**config.mk**
```make
export PLATFORM = sky130hd
export DESIGN_NAME = udc_converter
export DESIGN_NICKNAME = d
export VERILOG_FILES = /design/src/inc/udc_pkg.sv /design/src/rtl/udc_mem.sv /design/src/rtl/udc_fifo.sv /design/src/rtl/udc_converter.sv
export SDC_FILE = /design/constraint.sdc
export NUM_CORES = 2
export LEC_CHECK = 0
export BUFFER_PORTS_ARGS = -buffer_cell sky130_fd_sc_hd__buf_2
export CORE_MARGIN = 10
export CORE_UTILIZATION = 40
export CTS_CLUSTER_DIAMETER = 80
export CTS_CLUSTER_SIZE = 20
export DETAILED_ROUTE_END_ITERATION = 6
export PLACE_DENSITY = 0.6
export SLEW_MARGIN = 10
export SYNTH_ARGS = -nofsm -noshare
export SYNTH_HDL_FRONTEND = slang
export SYNTH_HIERARCHICAL = 1
export SYNTH_SLANG_ARGS = --single-unit
```
**constraint.sdc**
```tcl
create_clock -name MCLK -period 3.8 [get_ports MCLK]
set_input_delay 0.38 -clock MCLK [delete_from_list [all_inputs] [get_ports MCLK]]
set_output_delay 0.38 -clock MCLK [all_outputs]
set_load 0.03 [all_outputs]
```
**src/inc/udc_pkg.sv**
```systemverilog
// package: shared constants and state codes of the up/down-converter input port
// ==========
// Summary of operation
// - every flop runs on the rising edge of the one core clock.
// - control reset clears control state; filter data memory keeps its contents.
// - a sample enters only when source valid and device ready are both high.
// - after reset, ready stays high until the first valid sample arrives.
// - afterwards ready pulses for one cycle, spaced at the input sample rate.
// - while input is late, queued output keeps draining downstream.
// - while input is late, no new sample starts processing.
// - the real sample input is used in down-converter builds only, width parameterised.
// - up-converter builds mix all carriers into one complex zero-centred composite.
// - down-converter builds may first shift a real Fs/4 composite to zero.
// - down-converter filters and decimates to baseband rate or a multiple.
// - down-converter shifts each carrier to baseband for demodulation.
// - carrier positions and gains are programmed, status is reported.
// - a wrongly placed packet end is ignored and raises a packet error.
// - output leaves only when output valid and output ready are both high.
// - a valid output sample is held until the receiver is ready or a control reset flushes the queue.
package udc_pkg;
	// ==========
	// clock and pacing
	localparam int CLK_HZ       = 25_000_000;
	localparam int IN_RATE_HZ   = 3_125_000;
	// one cycle for the accepting edge and one for the last count state
	localparam int PACE_LEAD    = 2;
	// ==========
	// default sizes
	localparam int IN_WIDTH     = 16;
	localparam int NUM_CARRIERS = 2;
	localparam int PHASE_WIDTH  = 16;
	localparam int GAIN_WIDTH   = 2;
	localparam int DECIM_LOG2   = 2;
	localparam int FIFO_DEPTH   = 16;
	localparam int QUAD_WIDTH   = 2;
	// ==========
	// input pacing states
	typedef enum logic [2:0] {
		UDC_FIRST = 3'h1,
		UDC_PACE  = 3'h2,
		UDC_OPEN  = 3'h4
	} udc_state_e;
endpackage

```
**src/rtl/udc_mem.sv**
```systemverilog
// filter history memory: registered read, never cleared
`timescale 1ns/100ps
module udc_mem #(
	parameter int W     = 32,
	parameter int DEPTH = 4
) (
	input  wire logic                     clk,
	input  wire logic                     we,
	input  wire logic [$clog2(DEPTH)-1:0] waddr,
	input  wire logic [W-1:0]             wdata,
	input  wire logic [$clog2(DEPTH)-1:0] raddr,
	output logic      [W-1:0]             rdata
);
	logic [W-1:0] mem [DEPTH];

	// no reset of any kind reaches the array
	always_ff @(posedge clk) begin
		rdata <= mem[raddr];
		if (we) begin
			mem[waddr] <= wdata;
		end
	end
endmodule // udc_mem

```
**src/rtl/udc_fifo.sv**
```systemverilog
// output FIFO with registered head word
`timescale 1ns/100ps
module udc_fifo #(
	parameter int W     = 8,
	parameter int DEPTH = 16
) (
	input  wire logic         clk,
	input  wire logic         rst_n,
	input  wire logic         flush,
	input  wire logic         in_valid,
	output logic              in_ready,
	input  wire logic [W-1:0] in_data,
	output logic              out_valid,
	input  wire logic         out_ready,
	output logic      [W-1:0] out_data
);
	localparam int AW = $clog2(DEPTH);

	typedef struct packed {
		logic [DEPTH-1:0][W-1:0] mem;
		logic [AW-1:0]           wr;
		logic [AW-1:0]           rd;
		logic [AW:0]             cnt;
		logic                    ov;
		logic [W-1:0]            od;
	} udc_fifo_s;

	udc_fifo_s r;
	udc_fifo_s next_r;
	logic      push;
	logic      take;
	logic      bypass;

	assign in_ready  = (r.cnt != (AW+1)'(DEPTH));
	assign out_valid = r.ov;
	assign out_data  = r.od;

	always_comb begin
		next_r = r;
		push   = in_valid & in_ready;
		take   = ~r.ov | out_ready;
		bypass = 1'b0;
		if (take) begin
			if (r.cnt != '0) begin
				next_r.od  = r.mem[r.rd];
				next_r.ov  = 1'b1;
				next_r.rd  = r.rd + AW'(1);
				next_r.cnt = r.cnt - (AW+1)'(1);
			end else if (push) begin
				next_r.od = in_data;
				next_r.ov = 1'b1;
				bypass    = 1'b1;
			end else begin
				next_r.ov = 1'b0;
			end
		end
		if (push && !bypass) begin
			next_r.mem[r.wr] = in_data;
			next_r.wr        = r.wr + AW'(1);
			next_r.cnt       = next_r.cnt + (AW+1)'(1);
		end
		if (flush) begin
			next_r.ov  = 1'b0;
			next_r.cnt = '0;
			next_r.wr  = '0;
			next_r.rd  = '0;
		end
	end

	always_ff @(posedge clk or negedge rst_n) begin
		if (!rst_n) begin
			r <= '0;
		end else begin
			r <= next_r;
		end
	end
endmodule // udc_fifo

```
**src/rtl/udc_converter.sv**
```systemverilog
// up/down-converter input port, pacing, mixing and output queue
`timescale 1ns/100ps
module udc_converter #(
	parameter int IN_WIDTH       = udc_pkg::IN_WIDTH,
	parameter int NUM_CARRIERS   = udc_pkg::NUM_CARRIERS,
	parameter int PHASE_WIDTH    = udc_pkg::PHASE_WIDTH,
	parameter int GAIN_WIDTH     = udc_pkg::GAIN_WIDTH,
	parameter int DECIM_LOG2     = udc_pkg::DECIM_LOG2,
	parameter int FIFO_DEPTH     = udc_pkg::FIFO_DEPTH,
	parameter int IN_RATE_HZ     = udc_pkg::IN_RATE_HZ,
	parameter bit DOWN_CONVERTER = 1'b1,
	parameter bit FS4_MIX        = 1'b1,
	localparam int CW = (NUM_CARRIERS > 1) ? $clog2(NUM_CARRIERS) : 1
) (
	input  wire logic                               MCLK,
	input  wire logic                               RST_N,
	input  wire logic                               CONTROL_RESET_LOW,
	input  wire logic                               IN_SAMPLE_VALID,
	output logic                                    IN_SAMPLE_READY,
	input  wire logic [IN_WIDTH-1:0]                IN_REAL_SAMPLE,
	input  wire logic [IN_WIDTH-1:0]                IN_I_SAMPLE,
	input  wire logic [IN_WIDTH-1:0]                IN_Q_SAMPLE,
	input  wire logic                               IN_PACKET_END,
	input  wire logic [NUM_CARRIERS*PHASE_WIDTH-1:0] CARRIER_STEP,
	input  wire logic [NUM_CARRIERS*GAIN_WIDTH-1:0]  CARRIER_GAIN,
	input  wire logic                               MISSING_INPUT_CLEAR,
	input  wire logic                               PACKET_ERROR_CLEAR,
	output logic                                    MISSING_INPUT_IRQ,
	output logic                                    PACKET_ERROR_IRQ,
	output logic                                    OUT_SAMPLE_VALID,
	input  wire logic                               OUT_SAMPLE_READY,
	output logic      [IN_WIDTH-1:0]                OUT_I_SAMPLE,
	output logic      [IN_WIDTH-1:0]                OUT_Q_SAMPLE,
	output logic      [CW-1:0]                      OUT_CARRIER,
	output logic                                    OUT_PACKET_END
);
	// ==========
	// derived sizes
	// the period rounds down: unless a full queue stalls it, the device never asks slower than the set rate
	localparam int IN_PERIOD = udc_pkg::CLK_HZ / IN_RATE_HZ;
	localparam int PW        = $clog2(IN_PERIOD + 1);
	localparam int GW        = (DECIM_LOG2 > CW) ? DECIM_LOG2 : CW;
	localparam int AW        = IN_WIDTH + GW;
	localparam int DW        = 2 * IN_WIDTH;
	localparam int FW        = DW + CW + 1;
	localparam int QW        = udc_pkg::QUAD_WIDTH;

	localparam logic [PW-1:0]         PACE_LOAD = PW'(IN_PERIOD - udc_pkg::PACE_LEAD);
	localparam logic [CW-1:0]         PKT_LAST  = CW'(DOWN_CONVERTER ? 0 : NUM_CARRIERS - 1);
	localparam logic [CW-1:0]         CAR_LAST  = CW'(NUM_CARRIERS - 1);
	localparam logic [DECIM_LOG2-1:0] PTR_LAST  = '1;

	// ==========
	// state
	typedef struct packed {
		udc_pkg::udc_state_e                       state;
		logic                                      ready;
		logic [PW-1:0]                             pace;
		logic                                      miss;
		logic                                      perr;
		logic [CW-1:0]                             pkt;
		logic [QW-1:0]                             quad;
		logic                                      pend;
		logic [IN_WIDTH-1:0]                       new_i;
		logic [IN_WIDTH-1:0]                       new_q;
		logic [DECIM_LOG2-1:0]                     ptr;
		logic                                      primed;
		logic [AW-1:0]                             acc_i;
		logic [AW-1:0]                             acc_q;
		logic [IN_WIDTH-1:0]                       res_i;
		logic [IN_WIDTH-1:0]                       res_q;
		logic                                      emit;
		logic [CW-1:0]                             idx;
		logic [NUM_CARRIERS-1:0][PHASE_WIDTH-1:0]  phase;
	} udc_conv_s;

	localparam udc_conv_s ST_RESET = '{
		state: udc_pkg::UDC_FIRST,
		ready: 1'b1,
		default: '0
	};

	udc_conv_s r;
	udc_conv_s next_r;

	// ==========
	// quarter-turn rotation: multiplies by j to the power quad
	function automatic logic [DW-1:0] rotate(
		input logic [IN_WIDTH-1:0] i,
		input logic [IN_WIDTH-1:0] q,
		input logic [QW-1:0]       quad
	);
		logic [IN_WIDTH-1:0] ni;
		logic [IN_WIDTH-1:0] nq;
		ni = (~i) + IN_WIDTH'(1);
		nq = (~q) + IN_WIDTH'(1);
		case (quad)
			2'h0: rotate = {i, q};
			2'h1: rotate = {nq, i};
			2'h2: rotate = {ni, nq};
			default: rotate = {q, ni};
		endcase
	endfunction

	// ==========
	// per-carrier programming and baseband shift
	logic [PHASE_WIDTH-1:0] step   [NUM_CARRIERS];
	logic [GAIN_WIDTH-1:0]  gain   [NUM_CARRIERS];
	logic [IN_WIDTH-1:0]    mix_i  [NUM_CARRIERS];
	logic [IN_WIDTH-1:0]    mix_q  [NUM_CARRIERS];

	for (genvar c = 0; c < NUM_CARRIERS; c++) begin : g_car
		logic [QW-1:0] back;
		logic [DW-1:0] rv;
		assign step[c]  = CARRIER_STEP[c*PHASE_WIDTH +: PHASE_WIDTH];
		assign gain[c]  = CARRIER_GAIN[c*GAIN_WIDTH +: GAIN_WIDTH];
		// coarse quadrant mixer: the phase top bits pick the rotation
		assign back     = (~r.phase[c][PHASE_WIDTH-1 -: QW]) + QW'(1);
		assign rv       = rotate(r.res_i, r.res_q, back);
		assign mix_i[c] = IN_WIDTH'($signed(rv[DW-1:IN_WIDTH]) >>> gain[c]);
		assign mix_q[c] = IN_WIDTH'($signed(rv[IN_WIDTH-1:0]) >>> gain[c]);
	end

	// ==========
	// filter memory and output queue
	logic [DW-1:0] old_word;
	logic          fifo_ready;
	logic          fifo_valid;
	logic [FW-1:0] fifo_data;
	logic [FW-1:0] head;

	udc_mem #(
		.W     (DW),
		.DEPTH (1 << DECIM_LOG2)
	) u_mem (
		.clk   (MCLK),
		.we    (r.pend),
		.waddr (r.ptr),
		.wdata ({r.new_i, r.new_q}),
		.raddr (r.ptr),
		.rdata (old_word)
	);

	// control reset empties the queue so stale carriers never mix with new ones
	udc_fifo #(
		.W     (FW),
		.DEPTH (FIFO_DEPTH)
	) u_fifo (
		.clk       (MCLK),
		.rst_n     (RST_N),
		.flush     (~CONTROL_RESET_LOW),
		.in_valid  (fifo_valid),
		.in_ready  (fifo_ready),
		.in_data   (fifo_data),
		.out_valid (OUT_SAMPLE_VALID),
		.out_ready (OUT_SAMPLE_READY),
		.out_data  (head)
	);

	assign OUT_PACKET_END  = head[FW-1];
	assign OUT_CARRIER     = head[DW +: CW];
	assign OUT_I_SAMPLE    = head[IN_WIDTH +: IN_WIDTH];
	assign OUT_Q_SAMPLE    = head[IN_WIDTH-1:0];
	assign IN_SAMPLE_READY   = r.ready;
	assign MISSING_INPUT_IRQ = r.miss;
	assign PACKET_ERROR_IRQ  = r.perr;

	// ==========
	// next-state logic
	logic          accept;
	logic          busy;
	logic          exp_end;
	logic [DW-1:0] in_word;
	logic [DW-1:0] up_word;
	logic [DW-1:0] hist;
	logic [AW-1:0] sum_i;
	logic [AW-1:0] sum_q;

	always_comb begin
		next_r     = r;
		accept     = r.ready & IN_SAMPLE_VALID;
		busy       = r.pend | r.emit;
		exp_end    = (r.pkt == PKT_LAST);
		in_word    = rotate(IN_REAL_SAMPLE, '0,
			FS4_MIX ? QW'((~r.quad) + QW'(1)) : QW'(0));
		up_word    = rotate(IN_I_SAMPLE, IN_Q_SAMPLE,
			r.phase[r.pkt][PHASE_WIDTH-1 -: QW]);
		// history is garbage until the window is written once; a running sum never
		// forgets such an offset, so it counts as zero until then
		hist       = r.primed ? old_word : DW'(0);
		sum_i      = '0;
		sum_q      = '0;
		fifo_valid = r.emit;
		if (DOWN_CONVERTER) begin
			fifo_data = {r.idx == CAR_LAST, r.idx, mix_i[r.idx], mix_q[r.idx]};
		end else begin
			fifo_data = {1'b1, CW'(0), r.res_i, r.res_q};
		end

		// input pacing
		case (r.state)
			udc_pkg::UDC_FIRST: begin
				next_r.ready = 1'b1;
				if (accept) begin
					next_r.state = udc_pkg::UDC_PACE;
					next_r.ready = 1'b0;
					next_r.pace  = PACE_LOAD;
				end
			end
			udc_pkg::UDC_PACE: begin
				if (r.pace != '0) begin
					next_r.pace = r.pace - PW'(1);
				end else if (!busy) begin
					// a full queue stretches the gap and so reaches the source
					next_r.state = udc_pkg::UDC_OPEN;
					next_r.ready = 1'b1;
				end
			end
			udc_pkg::UDC_OPEN: begin
				if (accept) begin
					next_r.state = udc_pkg::UDC_PACE;
					next_r.ready = 1'b0;
					next_r.pace  = PACE_LOAD;
				end else begin
					next_r.ready = 1'b1;
				end
			end
			default: begin
				next_r.state = udc_pkg::UDC_FIRST;
				next_r.ready = 1'b1;
			end
		endcase

		// sticky flags, a new event beats a clear in the same cycle
		next_r.miss = (r.miss & ~MISSING_INPUT_CLEAR) |
			((r.state == udc_pkg::UDC_OPEN) & r.ready & ~IN_SAMPLE_VALID);
		next_r.perr = r.perr & ~PACKET_ERROR_CLEAR;

		// packet framing follows the count; a wrong flag is only reported
		if (accept) begin
			if (IN_PACKET_END != exp_end) begin
				next_r.perr = 1'b1;
			end
			next_r.pkt = exp_end ? '0 : r.pkt + CW'(1);
		end

		if (DOWN_CONVERTER) begin
			if (accept) begin
				next_r.new_i = in_word[DW-1:IN_WIDTH];
				next_r.new_q = in_word[IN_WIDTH-1:0];
				next_r.pend  = 1'b1;
				next_r.quad  = r.quad + QW'(1);
			end
			if (r.pend) begin
				// moving sum over the decimation window, then keep every Nth
				sum_i = r.acc_i + AW'($signed(r.new_i)) -
					AW'($signed(hist[DW-1:IN_WIDTH]));
				sum_q = r.acc_q + AW'($signed(r.new_q)) -
					AW'($signed(hist[IN_WIDTH-1:0]));
				next_r.acc_i = sum_i;
				next_r.acc_q = sum_q;
				next_r.ptr   = r.ptr + DECIM_LOG2'(1);
				next_r.pend  = 1'b0;
				if (r.ptr == PTR_LAST) begin
					next_r.primed = 1'b1;
					next_r.res_i = sum_i[DECIM_LOG2 +: IN_WIDTH];
					next_r.res_q = sum_q[DECIM_LOG2 +: IN_WIDTH];
					next_r.emit  = 1'b1;
					next_r.idx   = '0;
				end
			end
			if (r.emit && fifo_ready) begin
				next_r.phase[r.idx] = r.phase[r.idx] + step[r.idx];
				next_r.idx          = r.idx + CW'(1);
				if (r.idx == CAR_LAST) begin
					next_r.emit = 1'b0;
				end
			end
		end else begin
			if (accept) begin
				// one packet carries one sample per carrier, summed into one composite
				sum_i = (r.pkt == '0 ? AW'(0) : r.acc_i) +
					AW'($signed(up_word[DW-1:IN_WIDTH]) >>> gain[r.pkt]);
				sum_q = (r.pkt == '0 ? AW'(0) : r.acc_q) +
					AW'($signed(up_word[IN_WIDTH-1:0]) >>> gain[r.pkt]);
				next_r.acc_i        = sum_i;
				next_r.acc_q        = sum_q;
				next_r.phase[r.pkt] = r.phase[r.pkt] + step[r.pkt];
				if (exp_end) begin
					next_r.res_i = sum_i[CW +: IN_WIDTH];
					next_r.res_q = sum_q[CW +: IN_WIDTH];
					next_r.emit  = 1'b1;
				end
			end
			if (r.emit && fifo_ready) begin
				next_r.emit = 1'b0;
			end
		end

		// control reset: filter history, window sum and pointer are data, kept
		if (!CONTROL_RESET_LOW) begin
			next_r.state = udc_pkg::UDC_FIRST;
			next_r.ready = 1'b1;
			next_r.pace  = '0;
			next_r.miss  = 1'b0;
			next_r.perr  = 1'b0;
			next_r.pkt   = '0;
			next_r.quad  = '0;
			next_r.pend  = 1'b0;
			next_r.emit  = 1'b0;
			next_r.idx   = '0;
			next_r.phase = '0;
		end
	end

	always_ff @(posedge MCLK or negedge RST_N) begin
		if (!RST_N) begin
			r <= ST_RESET;
		end else begin
			r <= next_r;
		end
	end
endmodule // udc_converter

```
======== Yosys cells after proc, flatten, opt, wreduce, memory -nomap -nowiden ========
Memories as Yosys holds them, arrays and structs flattened. A register that Yosys moved wholly into a read port is not among the register bits.
Index checks and enable logic that the tools add are counted.
storage, ports and cells
  latch bits .............................. 0
  memories ................................ 1
  register bits after elaboration ......... 743
  RAM bits ................................ 128
  output and inout port bits .............. 38
  memory bits (read-only) ................. 0
memory list
  name       depth  bits a word  read ports  clocked after Yosys merged registers in  wr ports  RTL line       RTL
  u_mem.mem  4      32           1           1                                        1         udc_mem.sv:14  logic [W-1:0] mem [DEPTH];
operators by class
  reduce and logical (&&, ||, !) cells .... 18
  bitwise operators ....................... 21
  multiplexer cells ....................... 55
  shift-type cells ........................ 4
  multiply operators ...................... 0
  eq/ne operators ......................... 26
  div/mod/pow operators ................... 0
  order comparisons ....................... 6
  $add $sub $neg .......................... 20
operators with widths
  cell                                                         count
  bitwise mux 544 bit                                          1
  case mux 32 bit (3 select lines)                             3
  2-to-1 mux 16 bit                                            12
  2-to-1 mux 34 bit                                            5
  binary-select mux 34 bit (select 4 bit)                      1
  demux 34 bit (select 4 bit)                                  1
  2-to-1 mux 35 bit                                            2
  >>> shifter 16 x 2 -> 16 bit                                 4
  adder 16 x 1 -> 16 bit (second input constant)               3
  inverter 16 bit                                              3
  2-to-1 mux 44 bit                                            1
  adder 18 bit                                                 2
  subtractor 18 bit                                            2
  bitwise mux 32 bit                                           1
  2-to-1 mux 32 bit                                            1
  2-to-1 mux 14 bit                                            2
  case mux 4 bit (3 select lines)                              2
  2-to-1 mux 4 bit                                             5
  adder 16 bit                                                 1
  demux 16 bit (select 1 bit)                                  1
  inequality test 3 bit (second input constant)                5
  adder 2 x 1 -> 2 bit (second input constant)                 5
  less-than comparator 4 x 5 -> 1 bit (second input constant)  2
  2-to-1 mux 1 bit                                             10
  37 further kinds                                             75

======== Logic depth before layout (Yosys ltp) ========
  depth in word-level cells ............... 14
  mapped depth ............................ 15
  depth with buffers taken out ............ 14

======== Cells and area by module ========
The synthesis kept the hierarchy.
modules (own cells, without submodules)
  module         cells each  seq. area each (um^2)  instances  area an instance (um^2)
  udc_fifo       1940        14814.2                1          27625.2
  udc_converter  1691        3756.1                 1          14520.2
  udc_mem        203         4484.3                 1          5330.1

======== Worst setup path before layout ========
Ideal clock, no wire load.
  path type ............................... register -> register
  from .................................... register r, in the netlist fifo_data[32]
  to ...................................... register r[31] (netlist name)
  arrival time ............................ 3.567 ns
  data required time ...................... 3.721 ns
  cell stages (with the launch flop) ...... 15
  buffers on the path ..................... 3
  path slack .............................. 0.154 ns
  cells stage by stage .................... dfrtp_1 -> clkbuf_1 -> buf_1 -> clkbuf_1 -> mux2i_1 -> inv_1 -> ha_1 -> a211oi_1 -> o21ai_0 -> a21oi_1 -> nor3_1 -> nor3_1 -> or3_1 -> a21oi_1 -> mux2i_1
RTL lines
  item                    RTL line              RTL
  from (decl)             udc_converter.sv:83   udc_conv_s r;
  from (signal assigned)  udc_converter.sv:320  r <= next_r;

==> impl_summary.md <==
Worst setup path
The setup slack of the worst register-to-register path is about 160 ps. In this design, the critical path's most frequently occurring cell is sky130_fd_sc_hd__or4_4. On the worst path, the slowest cell contributes a delay of 560 ps. The worst setup path category is reg2reg.

Measured in cells, the most critical reg-to-reg path has a length of 11. The slowest stage of the critical path is the sky130_fd_sc_hd__or4_4 cell. The family with the most delay on the worst path is simple AND/OR/NAND/NOR gates. The arrival time of the worst setup path is 4190 ps. The type of element launching the critical path is a flip-flop.

The worst setup path is captured at a flip-flop. The maximum fanout encountered on the critical timing path is 7. The reg-to-reg critical path endpoint is u_fifo/out_data[12]$_DFFE_PN0P_. The startpoint identified for the worst register-to-register timing path is r[43]$_DFFE_PN0P_.

The critical path goes through or4_4 -> or4_4 -> or4_4 -> mux2_4 -> nand2_4 -> nor3_1 -> nor4_1 -> o211ai_1 -> and3_1 -> a211oi_1 -> a21oi_1. The required time of the worst setup path is about 4400 ps. Counting both buffers and inverters, the worst setup path holds a total of 0.

Detailed routing
The ratio of routed vias to standard cells is ~5.6. The initial DRC count is around 2.1k. The total detailed-routing wirelength is approximately 120000 um. For this run, the detailed router's first-pass iteration total came to 5. The remaining antenna violation count after routing is 0. Dividing the detail-routed wire length by the instance count gives ~23 um. The detailed router placed between 30k and 40k vias in this run. The remaining routing DRC violations is 0.

Place
Buffers placed on the I/O ports in this run total 97. The HPWL after detailed placement is approximately 79000 um. The routability congestion estimate from global placement is 0.889.

Prior to clock tree synthesis, the placed netlist has a worst setup slack of -92.3 ps. The number of instances in the placed design is approximately 5.3k.

Synth
Of all cell types, the one taking the most synthesized area is sky130_fd_sc_hd__dfrtp_1. The post-synthesis xor/xnor area fraction is under 10%. The proportion of netlist area held by the largest area contributor is 39.0%.

The synthesized netlist devotes 7.01% of its cell area to simple gates. Among all flip-flop cells after synthesis, the most frequent one is sky130_fd_sc_hd__dfrtp_1. In this run, synthesis inferred around 130 flip-flops with an integrated enable. Each instance of the synthesized netlist takes up on average roughly 12 um2. Of all flip-flops after synthesis, the portion carrying an async set or reset was between 80 and 90%. The synthesized netlist devotes 8.97% of its cell area to compound gates. By area the synthesized netlist is led by sky130_fd_sc_hd__dfrtp_1 (39%), sky130_fd_sc_hd__mux2_2 (14%), sky130_fd_sc_hd__edfxtp_1 (8.1%). The main combinational cell family by area after synthesis is multiplexers.

The post-synthesis share of cell area spent on full adders, half adders and majority gates is under 10%. After synthesis, the netlist uses between 90 and 100 different library cells. The portion of synthesized area spent on multiplexers is around a quarter. The number of standard cells after synthesis is between 3k and 4k. The net count of the mapped netlist is 4029.

The synthesized design contains between 900 and 1k register bits. Sequential elements use slightly below 50% of the synthesized area. Yosys printed 6 warnings. In this run the cell area of the synthesized design comes to between 40000 and 50000 um2.

Global routing
In the global route stage, overall resource usage came out at roughly 18%. The number of global-route vias before repair is around 31k. The sum of overflow across all layers after global routing is 0. The number of antenna violations at the first check in global routing came to 7. The wire length of the first global-routing pass is 191000 um.

The pin count of the biggest net entering global routing is 121.

Floorplan
The width of the die is around 360 um. Pin placement for this block handled 130 I/O pins. The starting density of the core is about 40%. The area of the placeable core is ~120000 um2. The placement row count is 126. The floorplan step set the die height to 365 um. The die covers between 100000 and 150000 um2.

Min path
The worst hold endpoint is r[148]$_DFFE_PN1P_. The path class of the tightest hold or removal check is in2reg. The startpoint of the most critical hold path is CONTROL_RESET_LOW.

Counting instances, the worst hold path has a depth of 2.

Power
After layout, the design draws a total of ~35 mW. For this design the ratio of total power to cell area is about 670 nW/um2. Summed over all cells, the static leakage comes to roughly 23 nW. The worst vdd rail ir drop is ~0.46 mV.

Timing
The clock arrives with a little over 60 ps of skew. The fmax is approximately 270 MHz. Of the available clock period, the critical path in the final layout requires a little over nine tenths. The count of pins over their slew limit is 0. Headroom to the max-slew limit came out at around a fifth. The number of hold violations in the final report was 0. After layout, the worst setup slack is 163 ps.

The minimum period implied by the final worst setup slack is between 3000 and 4000 ps. Setup violations remaining at the end of the flow were counted as 0. For the pin with the worst max-slew slack, the measured transition is 1180 ps.

Final layout
The number of standard cells in the final layout excluding fillers is about 5.4k. The library cell used most frequently in the layout, excluding fill and tap cells, is sky130_fd_sc_hd__dfrtp_1. Leaving out fill and tap cells, the most frequent cells in the layout are sky130_fd_sc_hd__dfrtp_1 (729), sky130_fd_sc_hd__mux2_2 (581), sky130_fd_sc_hd__nand2_1 (191), sky130_fd_sc_hd__a21oi_1 (188), sky130_fd_sc_hd__mux2i_1 (184). In the final design database the tool counted 4069 nets. The layout-stage area growth over the synthesis result is 9.42%.

The proportion of layout cells with a drive suffix above 1 is 30.1%.

Clock network
The worst-skew pair later-pin latency is roughly 700 ps. TritonCTS built the clock tree. The number of clock buffers added by TritonCTS is between 50 and 60. The CTS root buffer is sky130_fd_sc_hd__clkbuf_16. The total number of H-tree levels is 2. The tree built by TritonCTS fans out to 902 sinks.

The maximum clock path buffer count is 3. The clock slew seen by the registers of the worst setup and hold paths is roughly 90 ps.

Job
The number of max-cap violations is 0.

Outcome
The flow ran to the end, and the final reports show no timing, DRC or antenna violations.
-- worst max path at each step --
stage	cells after the start	slack, ps	from	end
2_1_floorplan	14	150	fifo_data[32]$_DFFE_PN0P_	r[31]$_DFFE_PN0P_
3_3_place_gp	11	-70	r[43]$_DFFE_PN0P_	u_fifo/out_data[29]$_DFFE_PN0P_
3_5_place_dp	11	-90	r[43]$_DFFE_PN0P_	u_fifo/out_data[29]$_DFFE_PN0P_
4_1_cts	15	20	r[50]$_DFFE_PN0P_	u_fifo/out_data[10]$_DFFE_PN0P_
5_1_grt	12	-7	r[43]$_DFFE_PN0P_	u_fifo/out_data[14]$_DFFE_PN0P_
6_report	11	160	r[43]$_DFFE_PN0P_	u_fifo/out_data[12]$_DFFE_PN0P_
-- stage by stage --
| step | hold slack, ps | TNS (ps) | utilization (%) | area [um2] |
|---|---|---|---|---|
| after global routing | 52.0 | -7.30 | 44.1 | 51900 |
| after global placement | 404 | -73.1 | 42.5 | 50100 |
| after detailed placement | 407 | -92.3 | 42.5 | 50100 |
| final | 51.8 | 0 | 44.1 | 51900 |
| after CTS | 2.13 | 0 | 43.9 | 51800 |
| after floorplan | 84.4 | 0 | - | 47500 |
-- cell families (layout without fill, tap and decap cells) --
| kind of cell | Yosys count | count (layout) |
|---|---|---|
| multiplexers | 979 | 979 |
| flip-flops | 902 | 902 |
| AND/OR/NAND/NOR | 651 | 651 |
| AO/OA/AOI/OAI | 638 | 638 |
| buffers and inverters | 491 | 556 |
| adder cells (fa/ha/maj) | 103 | 103 |
| XOR/XNOR | 70 | 70 |
| other | 0 | 1 |
-- synth_stat cells (13+ instances only) --
cell	count
sky130_fd_sc_hd__buf_2	42
sky130_fd_sc_hd__a21o_1	26
sky130_fd_sc_hd__edfxtp_1	128
sky130_fd_sc_hd__fa_1	35
sky130_fd_sc_hd__and2_1	45
sky130_fd_sc_hd__a211oi_1	88
sky130_fd_sc_hd__nand3_1	22
sky130_fd_sc_hd__o31ai_1	16
sky130_fd_sc_hd__o21ai_0	92
sky130_fd_sc_hd__nor2b_1	61
sky130_fd_sc_hd__mux2i_1	184
sky130_fd_sc_hd__and3_1	30
sky130_fd_sc_hd__nor3_1	38
sky130_fd_sc_hd__a22oi_1	17
sky130_fd_sc_hd__xnor2_1	55
sky130_fd_sc_hd__a21oi_1	189
sky130_fd_sc_hd__a22o_1	39
sky130_fd_sc_hd__buf_4	65
sky130_fd_sc_hd__ha_1	68
sky130_fd_sc_hd__buf_1	22
sky130_fd_sc_hd__a2111oi_0	27
sky130_fd_sc_hd__xor2_1	15
sky130_fd_sc_hd__inv_1	171
sky130_fd_sc_hd__dfxtp_1	32
sky130_fd_sc_hd__nor2_1	138
sky130_fd_sc_hd__nand2_1	193
sky130_fd_sc_hd__nand2b_1	13
sky130_fd_sc_hd__dfrtp_1	740
sky130_fd_sc_hd__nor4_1	16
sky130_fd_sc_hd__clkbuf_1	169
sky130_fd_sc_hd__a31oi_1	15
sky130_fd_sc_hd__mux2_1	72
sky130_fd_sc_hd__or3_1	25
sky130_fd_sc_hd__mux4_2	135
sky130_fd_sc_hd__o211ai_1	24
sky130_fd_sc_hd__mux2_2	582
-- registers in the layout, indices dropped and copies added (netlist names) --
signal,cells
fifo_data,1
u_fifo/out_data,34
MISSING_INPUT_IRQ,1
u_mem/mem,128
u_fifo/out_valid,1
fifo_valid,1
PACKET_ERROR_IRQ,1
u_fifo/r,557
IN_SAMPLE_READY,1
u_mem/rdata,32
r,145
-- cell type report --
type,count,area [um2]
tap,1536,1920
inverter,177,664
sequential,902,23100
multi-input combinational,2441,22300
clock buffer,67,1420
antenna,1,2.50
timing repair buffer,298,2370
fill,10926,66000
clock inverter,14,189
-- repair_timing --
item	CTS	global route
pin swaps	0	6
hold buffers	3	0
endpoints found under the hold margin	47	0
resized for setup	3	27
buffers inserted	0	4
endpoints found under the setup margin	2	110
-- power breakdown --
part,internal (mW),leakage (nW),switching (mW),total (mW)
Sequential,11.0,11.4,1.11,12.1
Clock,2.82,0.781,3.33,6.15
Combinational,6.88,10.9,9.52,16.4
Total,20.7,23.1,14.0,34.7
-- per-layer routing --
metal,vias up,GRT usage [%],wire (um)
met4,8,3.99,2740
met1,15773,25.6,56900
met5,-,0,42
met3,167,2.63,5710
met2,642,29.9,57200
li1,14044,-,-
(Power assumes the default switching activity.)
